File: src/rtl/adccrc_pkg.sv
package adccrc_pkg;
    // Clock cycles after the conversion-start edge during which the channel level is sampled
    localparam int          SEL_WINDOW_CYCLES = 4;
    localparam int          CNT_W             = 3;
    // Result word width
    localparam int          WORD_W            = 16;
    localparam int          BIT_CNT_W         = 5;
    // Configuration word layout shifted in over the serial configuration input
    localparam int          CFG_W             = 16;
    localparam int          CFG_ADDR_MSB      = 15;
    localparam int          CFG_ADDR_LSB      = 12;
    localparam logic [3:0]  ADDR_FIRST_REF    = 4'h1;
    localparam int          REF_PD_BIT        = 0;
    localparam logic [3:0]  ADDR_SECOND_REF   = 4'h2;
    // Power-up defaults: both references off, half-clock timing
    localparam logic        REF_PD_RESET      = 1'b1;
    localparam logic        REF2_EN_RESET     = 1'b0;
    // Strobe pulse width limit for modes II and IV, in clock cycles
    localparam int          STROBE_MAX_CYCLES = 1;

    typedef enum logic [1:0] {
        ADCCRC_IDLE    = 2'b00,
        ADCCRC_SELECT  = 2'b01,
        ADCCRC_CONVERT = 2'b11,
        ADCCRC_DONE    = 2'b10
    } adccrc_conv_e;

    typedef enum logic [1:0] {
        ADCCRC_H_IDLE  = 2'b00,
        ADCCRC_H_START = 2'b01,
        ADCCRC_H_WAIT  = 2'b11,
        ADCCRC_H_READ  = 2'b10
    } adccrc_host_e;
endpackage

File: src/rtl/adccrc_link_if.sv
`timescale 1ns/1ns
interface adccrc_link_if;
    logic conversionStartStrobe;
    logic readStrobe;
    logic serialConfigInput;
    logic channelModeSelect;
    logic serialOutputA;
    logic serialOutputAOe;

    modport device (
        input  conversionStartStrobe,
        input  readStrobe,
        input  serialConfigInput,
        input  channelModeSelect,
        output serialOutputA,
        output serialOutputAOe
    );
    modport host (
        output conversionStartStrobe,
        output readStrobe,
        output serialConfigInput,
        output channelModeSelect,
        input  serialOutputA,
        input  serialOutputAOe
    );
endinterface

File: src/rtl/adccrc_device.sv
`timescale 1ns/1ns
// What this block does
// Two-channel mode: steady level picks input pair
// Four-channel mode: host holds config input constant
// Primary reference stays powered down until enabled
// Host enables primary reference via first DAC register
// Secondary reference disabled after power-up
// Half-clock default; result only after conversion
// First result bit follows read strobe falling edge
// Modes II/IV: read strobe high one cycle
// Modes II/IV: conversion strobe high one cycle
// FIFO off: one read strobe per conversion
// Sync start edge, count channel-select window cycles
module adccrc_device
    import adccrc_pkg::*;
#(
    parameter int WORD_WIDTH  = WORD_W,
    parameter int CONV_CYCLES = 16
) (
    // Clock and reset
    input  wire logic                  clk_sys,
    input  wire logic                  reset,
    // Link
    adccrc_link_if.device              link,
    // Converter core side
    input  wire logic [WORD_WIDTH-1:0] sampleData,
    output logic                       inputPairSel,
    output logic                       convBusy,
    output logic                       primaryRefEnable,
    output logic                       secondaryRefEnable,
    output logic                       channelSelectError
);
    // ----------------------------------------
    // Pin synchronisers
    // ----------------------------------------
    logic [1:0] cnvSync_reg, rdSync_reg, cfgSync_reg, modeSync_reg;
    logic [1:0] cnvSync_next, rdSync_next, cfgSync_next, modeSync_next;
    logic       cnvLast_reg, rdLast_reg;
    logic       cnvRise, rdFall, cfgLvl, fourChan;

    always_comb begin
        cnvSync_next  = {cnvSync_reg[0], link.conversionStartStrobe};
        rdSync_next   = {rdSync_reg[0], link.readStrobe};
        cfgSync_next  = {cfgSync_reg[0], link.serialConfigInput};
        modeSync_next = {modeSync_reg[0], link.channelModeSelect};
    end

    always_ff @(posedge clk_sys or posedge reset) begin
        if (reset) begin
            cnvSync_reg  <= 2'h0;
            rdSync_reg   <= 2'h0;
            cfgSync_reg  <= 2'h0;
            modeSync_reg <= 2'h0;
            cnvLast_reg  <= 1'b0;
            rdLast_reg   <= 1'b0;
        end else begin
            cnvSync_reg  <= cnvSync_next;
            rdSync_reg   <= rdSync_next;
            cfgSync_reg  <= cfgSync_next;
            modeSync_reg <= modeSync_next;
            cnvLast_reg  <= cnvSync_reg[1];
            rdLast_reg   <= rdSync_reg[1];
        end
    end

    assign cnvRise  = cnvSync_reg[1] & ~cnvLast_reg;
    assign rdFall   = ~rdSync_reg[1] & rdLast_reg;
    assign cfgLvl   = cfgSync_reg[1];
    assign fourChan = modeSync_reg[1];

    // ----------------------------------------
    // Conversion sequencing
    // ----------------------------------------
    adccrc_conv_e            state_reg, state_next;
    logic [CNT_W-1:0]        winCnt_reg, winCnt_next;
    logic [7:0]              convCnt_reg, convCnt_next;
    logic                    firstLvl_reg, firstLvl_next;
    logic                    mixed_reg, mixed_next;
    logic                    pair_reg, pair_next;
    logic                    selErr_reg, selErr_next;
    logic [WORD_WIDTH-1:0]   result_reg, result_next;
    logic                    resultValid_reg, resultValid_next;
    logic                    busy_reg, busy_next;

    always_comb begin
        state_next       = state_reg;
        winCnt_next      = winCnt_reg;
        convCnt_next     = convCnt_reg;
        firstLvl_next    = firstLvl_reg;
        mixed_next       = mixed_reg;
        pair_next        = pair_reg;
        selErr_next      = selErr_reg;
        result_next      = result_reg;
        resultValid_next = resultValid_reg;
        // Clear first so a result published in the cycle of a read fall is not lost
        if (rdFall) begin
            resultValid_next = 1'b0;
        end
        unique case (state_reg)
            ADCCRC_IDLE: begin
                if (cnvRise) begin
                    state_next    = ADCCRC_SELECT;
                    winCnt_next   = CNT_W'(1);
                    firstLvl_next = cfgLvl;
                    mixed_next    = 1'b0;
                end
            end
            ADCCRC_SELECT: begin
                // Level must stay steady over the whole window or the pair is left unchanged
                if (cfgLvl != firstLvl_reg) begin
                    mixed_next = 1'b1;
                end
                if (winCnt_reg == CNT_W'(SEL_WINDOW_CYCLES)) begin
                    state_next   = ADCCRC_CONVERT;
                    convCnt_next = 8'h00;
                    if (!fourChan) begin
                        if (!(mixed_reg || cfgLvl != firstLvl_reg)) begin
                            pair_next = firstLvl_reg;
                        end
                        selErr_next = mixed_reg || (cfgLvl != firstLvl_reg);
                    end
                end else begin
                    winCnt_next = winCnt_reg + CNT_W'(1);
                end
            end
            ADCCRC_CONVERT: begin
                convCnt_next = convCnt_reg + 8'h01;
                if (convCnt_reg == 8'(CONV_CYCLES - 1)) begin
                    state_next = ADCCRC_DONE;
                end
            end
            ADCCRC_DONE: begin
                // Result is published only once the conversion has ended
                result_next      = sampleData;
                resultValid_next = 1'b1;
                state_next       = ADCCRC_IDLE;
            end
        endcase
        busy_next = (state_next != ADCCRC_IDLE);
    end

    always_ff @(posedge clk_sys or posedge reset) begin
        if (reset) begin
            state_reg       <= ADCCRC_IDLE;
            winCnt_reg      <= '0;
            convCnt_reg     <= 8'h00;
            firstLvl_reg    <= 1'b0;
            mixed_reg       <= 1'b0;
            pair_reg        <= 1'b0;
            selErr_reg      <= 1'b0;
            result_reg      <= '0;
            resultValid_reg <= 1'b0;
            busy_reg        <= 1'b0;
        end else begin
            state_reg       <= state_next;
            winCnt_reg      <= winCnt_next;
            convCnt_reg     <= convCnt_next;
            firstLvl_reg    <= firstLvl_next;
            mixed_reg       <= mixed_next;
            pair_reg        <= pair_next;
            selErr_reg      <= selErr_next;
            result_reg      <= result_next;
            resultValid_reg <= resultValid_next;
            busy_reg        <= busy_next;
        end
    end

    // ----------------------------------------
    // Serial configuration and references
    // ----------------------------------------
    // Words shift in only during the conversion phase in two-channel mode; a held level never
    // completes a word with a valid address, which is why the host keeps the pin static
    logic [CFG_W-1:0]     cfgShift_reg, cfgShift_next;
    logic [BIT_CNT_W-1:0] cfgCnt_reg, cfgCnt_next;
    logic                 refPd_reg, refPd_next;
    logic                 ref2En_reg, ref2En_next;
    logic                 refEn_reg, refEn_next;

    always_comb begin
        cfgShift_next = cfgShift_reg;
        cfgCnt_next   = cfgCnt_reg;
        refPd_next    = refPd_reg;
        ref2En_next   = ref2En_reg;
        if (cnvRise) begin
            cfgCnt_next = '0;
        end else if (state_reg == ADCCRC_CONVERT && !fourChan && cfgCnt_reg < BIT_CNT_W'(CFG_W)) begin
            cfgShift_next = {cfgShift_reg[CFG_W-2:0], cfgLvl};
            cfgCnt_next   = cfgCnt_reg + BIT_CNT_W'(1);
            if (cfgCnt_reg == BIT_CNT_W'(CFG_W - 1)) begin
                if (cfgShift_reg[CFG_ADDR_MSB-1:CFG_ADDR_LSB-1] == ADDR_FIRST_REF) begin
                    refPd_next = cfgLvl;
                end
                if (cfgShift_reg[CFG_ADDR_MSB-1:CFG_ADDR_LSB-1] == ADDR_SECOND_REF) begin
                    ref2En_next = ~cfgLvl;
                end
            end
        end
        refEn_next = ~refPd_next;
    end

    always_ff @(posedge clk_sys or posedge reset) begin
        if (reset) begin
            cfgShift_reg <= '0;
            cfgCnt_reg   <= BIT_CNT_W'(CFG_W);
            refPd_reg    <= REF_PD_RESET;
            ref2En_reg   <= REF2_EN_RESET;
            refEn_reg    <= ~REF_PD_RESET;
        end else begin
            cfgShift_reg <= cfgShift_next;
            cfgCnt_reg   <= cfgCnt_next;
            refPd_reg    <= refPd_next;
            ref2En_reg   <= ref2En_next;
            refEn_reg    <= refEn_next;
        end
    end

    // ----------------------------------------
    // Serial output
    // ----------------------------------------
    logic [WORD_WIDTH-1:0] outShift_reg, outShift_next;
    logic [BIT_CNT_W-1:0]  outCnt_reg, outCnt_next;
    logic                  sdo_reg, sdo_next;
    logic                  sdoOe_reg, sdoOe_next;

    always_comb begin
        outShift_next = outShift_reg;
        outCnt_next   = outCnt_reg;
        sdo_next      = sdo_reg;
        sdoOe_next    = sdoOe_reg;
        if (rdFall && resultValid_reg) begin
            sdo_next      = result_reg[WORD_WIDTH-1];
            outShift_next = {result_reg[WORD_WIDTH-2:0], 1'b0};
            outCnt_next   = BIT_CNT_W'(WORD_WIDTH - 1);
            sdoOe_next    = 1'b1;
        end else if (outCnt_reg != '0) begin
            sdo_next      = outShift_reg[WORD_WIDTH-1];
            outShift_next = {outShift_reg[WORD_WIDTH-2:0], 1'b0};
            outCnt_next   = outCnt_reg - BIT_CNT_W'(1);
        end else begin
            sdoOe_next = 1'b0;
        end
    end

    always_ff @(posedge clk_sys or posedge reset) begin
        if (reset) begin
            outShift_reg <= '0;
            outCnt_reg   <= '0;
            sdo_reg      <= 1'b0;
            sdoOe_reg    <= 1'b0;
        end else begin
            outShift_reg <= outShift_next;
            outCnt_reg   <= outCnt_next;
            sdo_reg      <= sdo_next;
            sdoOe_reg    <= sdoOe_next;
        end
    end

    assign link.serialOutputA   = sdo_reg;
    assign link.serialOutputAOe = sdoOe_reg;
    assign inputPairSel         = pair_reg;
    assign convBusy             = busy_reg;
    assign primaryRefEnable     = refEn_reg;
    assign secondaryRefEnable   = ref2En_reg;
    assign channelSelectError   = selErr_reg;
endmodule

File: src/flat_wrapper.sv
// flat-port wrapper written by rule: the top's interface ports become plain ports
module adccrc_device_flat import adccrc_pkg::*;
#(
    parameter int WORD_WIDTH  = WORD_W,
    parameter int CONV_CYCLES = 16
)
  (clk_sys, reset, sampleData, inputPairSel, convBusy, primaryRefEnable, secondaryRefEnable, channelSelectError, link_conversionStartStrobe, link_readStrobe, link_serialConfigInput, link_channelModeSelect, link_serialOutputA, link_serialOutputAOe);
  adccrc_link_if link_i ();
  input  wire logic clk_sys;
  input  wire logic reset;
  input  wire logic [WORD_WIDTH-1:0] sampleData;
  output logic inputPairSel;
  output logic convBusy;
  output logic primaryRefEnable;
  output logic secondaryRefEnable;
  output logic channelSelectError;
  input wire logic [$bits(link_i.conversionStartStrobe)-1:0] link_conversionStartStrobe;
  input wire logic [$bits(link_i.readStrobe)-1:0] link_readStrobe;
  input wire logic [$bits(link_i.serialConfigInput)-1:0] link_serialConfigInput;
  input wire logic [$bits(link_i.channelModeSelect)-1:0] link_channelModeSelect;
  output wire logic [$bits(link_i.serialOutputA)-1:0] link_serialOutputA;
  output wire logic [$bits(link_i.serialOutputAOe)-1:0] link_serialOutputAOe;
  assign link_i.conversionStartStrobe = link_conversionStartStrobe;
  assign link_i.readStrobe = link_readStrobe;
  assign link_i.serialConfigInput = link_serialConfigInput;
  assign link_i.channelModeSelect = link_channelModeSelect;
  assign link_serialOutputA = link_i.serialOutputA;
  assign link_serialOutputAOe = link_i.serialOutputAOe;
  adccrc_device #(.WORD_WIDTH(WORD_WIDTH), .CONV_CYCLES(CONV_CYCLES)) u_core (.clk_sys(clk_sys), .reset(reset), .link(link_i), .sampleData(sampleData), .inputPairSel(inputPairSel), .convBusy(convBusy), .primaryRefEnable(primaryRefEnable), .secondaryRefEnable(secondaryRefEnable), .channelSelectError(channelSelectError));
endmodule
File: config.mk
export PLATFORM = sky130hd
export DESIGN_NAME = adccrc_device_flat
export DESIGN_NICKNAME = d
export VERILOG_FILES = /design/src/rtl/adccrc_pkg.sv /design/src/rtl/adccrc_link_if.sv /design/src/rtl/adccrc_device.sv /design/src/flat_wrapper.sv
export SDC_FILE = /design/constraint.sdc
export NUM_CORES = 1
export LEC_CHECK = 0
export ABC_AREA = 0
export BUFFER_PORTS_ARGS = -buffer_cell sky130_fd_sc_hd__clkbuf_2
export CAP_MARGIN = 20
export CORE_ASPECT_RATIO = 0.5
export CORE_MARGIN = 2
export CORE_UTILIZATION = 29
export CTS_BUF_LIST = sky130_fd_sc_hd__clkbuf_2 sky130_fd_sc_hd__clkbuf_4 sky130_fd_sc_hd__clkbuf_8
export DETAILED_ROUTE_END_ITERATION = 10
export GPL_TIMING_DRIVEN = 1
export SYNTH_ARGS = -nofsm -noshare
export SYNTH_HDL_FRONTEND = slang
export SYNTH_SLANG_ARGS = --single-unit
File: constraint.sdc
create_clock -name clk_sys -period 2.8 [get_ports clk_sys]
set_clock_uncertainty 0.15 [all_clocks]
set_input_delay 0.56 -clock clk_sys [delete_from_list [all_inputs] [get_ports clk_sys]]
set_output_delay 0.56 -clock clk_sys [all_outputs]
set_load 0.01 [all_outputs]
==> flow_metrics.py <==
metrics = {
    "cts": {
        "cts.sinks": 90,
        "cts_root_buf": "clkbuf_8",
        "cts-buffers-inserted": 9,
        "htreeDepth": 3,
        "cts_tree": "done",
        "cts_resized": 0,
        "cts_setup_buffers": 0,
        "holdBufCountCts": 0,
        "clk_path_buf_depth": 2,
        "clock_latency_ns": 0.36,
        "path_clk_slew_ns": 0.09,
    },
    "cells_and_area": {
        "largest_register_ffs": 16,
        "finish.instance_area_sq_um": 4430,
        "layout_commonest_cell": "dfrtp_1",
        "diodes": 0,
        "area_growth_pct": 15.8,
        "drive_gt1_share_pct": 25.2,
        "fin_cells": 515,
        "final_util_pct": 34.7,
        "final_cell_mix": "dfrtp_1, clkbuf_2, mux2i_1",
        "fin_nets": 368,
    },
    "critical_path": {
        "cp-startpoint": "u_core.state_reg[0]",
        "path_cells": "and4bb_4 -> nand2_4 -> mux2_1",
        "slowest_stage": "dfrtp_1",
        "max_stage_delay_ns": 0.68,
        "critical_path_buf_inv_count": 0,
        "cp_top_family": "flip-flops",
        "path_class": "flop to flop",
        "reg2reg_to": "u_core.cfgShift_reg[0]",
        "cp.depth": 3,
        "cp_data_required_time_ns": 2.89,
        "ff2ff_setup_slack_ns": 0.97,
        "critical_path.endpoint_type": "flop",
        "r2r_start": "u_core.state_reg[0]",
        "crit_path_start_kind": "flop",
        "critPathMaxFanout": 17,
        "cp-endpoint": "u_core.cfgShift_reg[0]",
        "worstPathArrival_ns": 1.92,
        "rr_worst_depth": 3,
    },
    "drt": {
        "routed-via-count": 2279,
        "routed_via_density": 4.43,
        "wl_per_cell_um": 12.3,
        "ant_nets": 0,
        "dr.pass1.iters": 4,
        "drc": 0,
        "drt_iter0_markers": 88,
        "wl_mm": 6.33,
    },
    "placed_design": {
        "numPortBuffers": 28,
        "gp_congestion": 0.702,
        "dpl.cell_count": 499,
        "placed_area_sq_um": 4180,
        "hpwl_mm": 4.19,
    },
    "grt": {
        "grt_use_total_pct": 9.75,
        "grt-ovfl-total": 0,
        "grt_pass1_vias": 2283,
        "grt_max_degree": 51,
        "grt_antenna_before_repair": 0,
        "grt_pass1_wl_mm": 11.1,
    },
    "die": {
        "num_io_pins": 29,
        "dieHeight_um": 85.2,
        "num_rows": 29,
        "die_w_um": 166,
        "die_area_sq_um": 14200,
        "core_sq_um": 12800,
        "start_util_pct": 29.9,
    },
    "timing": {
        "setup_viol": 0,
        "slew-limit-headroom_pct": 65.2,
        "fmax_mhz": 546,
        "tns_ns": 0,
        "finalMaxSlewViolations": 0,
        "min_period_over_period_pct": 65.4,
        "rsz0062_at_grt": "false",
        "hold_viol": 0,
        "worst_pin_slew_ns": 0.522,
        "min_period_ns": 1.83,
    },
    "power": {
        "combPwrFrac_pct": 27.2,
        "p_clk_share_pct": 24.5,
        "swShare_pct": 30.8,
        "seqPwrFrac_pct": 48.4,
        "powerDensity_nw_per_um2": 993,
        "p_int_mw": 3.04,
        "power_switching_mw": 1.35,
        "p_leak_nw": 2.03,
        "ir_drop_mv": 0.312,
    },
    "synth": {
        "synth.avg_cell_area_sq_um": 12.4,
        "ys_ff_latch": 90,
        "synth_edf_count": 0,
        "synth.distinct_cells": 45,
        "seq_area_frac_synth_pct": 58.9,
        "ys.flop_type": "dfrtp_1",
        "async_flop_share_pct": 100,
        "netlist_area_sq_um": 3820,
        "synthCells": 308,
        "syn_nets": 336,
        "yosys_warnings": 0,
    },
    "outcome": {
        "status": "finished, final reports clean",
    },
    "job": {
        "cap_violations": 0,
    },
    "min_path": {
        "hp-class": "input pin to async pin",
    },
}
## cell usage after synthesis (2+ instances only)
cell | n | area [sq um]
nor2b_1 | 3 | 18.8
nor2_1 | 22 | 82.6
xnor2_1 | 2 | 17.5
nand4b_1 | 2 | 17.5
nand3_1 | 7 | 35.0
mux2_1 | 5 | 56.3
inv_1 | 14 | 52.6
nand4_1 | 7 | 43.8
dfrtp_1 | 88 | 2200
nand2b_1 | 3 | 18.8
nor4b_1 | 2 | 17.5
clkbuf_1 | 6 | 22.5
a21oi_1 | 23 | 115
buf_2 | 2 | 10.0
mux2_2 | 22 | 248
ha_1 | 6 | 75.1
nand2_1 | 18 | 67.6
mux2_4 | 7 | 105
and3_1 | 2 | 12.5
mux2i_1 | 26 | 260
buf_4 | 3 | 22.5
o21ai_0 | 10 | 50.1
dfstp_2 | 2 | 52.6
or3_1 | 5 | 31.3
## per-stage QoR
| stage | power [mW] | hold WS, ns | setup slack (ns) |
|---|---|---|---|
| floorplan | 3.07 | 0.181 | 1.04 |
| global placement | 3.31 | 0.183 | 0.999 |
| detailed placement | 3.37 | 0.185 | 0.965 |
| CTS | 4.46 | 0.0366 | 0.959 |
| global route | 4.74 | 0.0463 | 0.816 |
| finish | 4.40 | 0.0349 | 0.968 |
## worst min-delay path by stage
stage	from	to	slack (ns)	depth (start not counted)
after detailed placement	u_core.cfgSync_reg[0]	u_core.cfgSync_reg[1]	0.18	0
after CTS	reset	u_core.rdSync_reg[1]	0.04	2
after global placement	u_core.modeSync_reg[0]	u_core.modeSync_reg[1]	0.18	0
final	reset	u_core.rdSync_reg[1]	0.03	2
after global routing	reset	u_core.rdSync_reg[1]	0.05	2
after floorplan	u_core.cfgSync_reg[0]	u_core.cfgSync_reg[1]	0.18	0
## cell type report
| type | instances | area [sq um] |
|---|---|---|
| fill | 1278 | 8340 |
| sequential | 90 | 2250 |
| inverter | 14 | 56.3 |
| clock buffer | 10 | 138 |
| timing repair buffer | 34 | 198 |
| clock inverter | 6 | 114 |
| tap | 170 | 213 |
| multi-input combinational | 191 | 1460 |
## per-layer routing
metal | GRT usage, % | up-vias | part of all wire, % | wire (um)
met3 | 3.36 | 7 | 3.4 | 215
li1 | - | 1139 | - | -
met4 | 3.53 | 0 | 1.0 | 66
met1 | 12.6 | 1099 | 49 | 3120
met5 | 0 | - | 0 | 0
met2 | 15.4 | 34 | 46 | 2940
## logic make-up (layout without fill, tap and decap cells)
group,count (synthesis),count (layout),share of synthesized area (%)
buffers and inverters,27,64,3.21
AOI/OAI and AO/OA,40,40,5.95
xor gates and xnor gates,3,3,0.687
and+or+nand+nor,82,82,11.7
DFF,90,90,58.9
muxes,60,60,17.5
adders and majority gates,6,6,1.96
## power groups by stage
| stage | Clock (mW) | Sequential, mW | Combinational [mW] |
|---|---|---|---|
| 6_report | 1.08 | 2.13 | 1.19 |
| 3_3_place_gp | 0 | 2.14 | 1.17 |
| 2_1_floorplan | 0 | 2.03 | 1.03 |
| 3_5_place_dp | 0 | 2.16 | 1.22 |
| 4_1_cts | 1.11 | 2.13 | 1.22 |
| 5_1_grt | 1.17 | 2.21 | 1.36 |
Note: power is estimated with default switching activity, not from simulation.
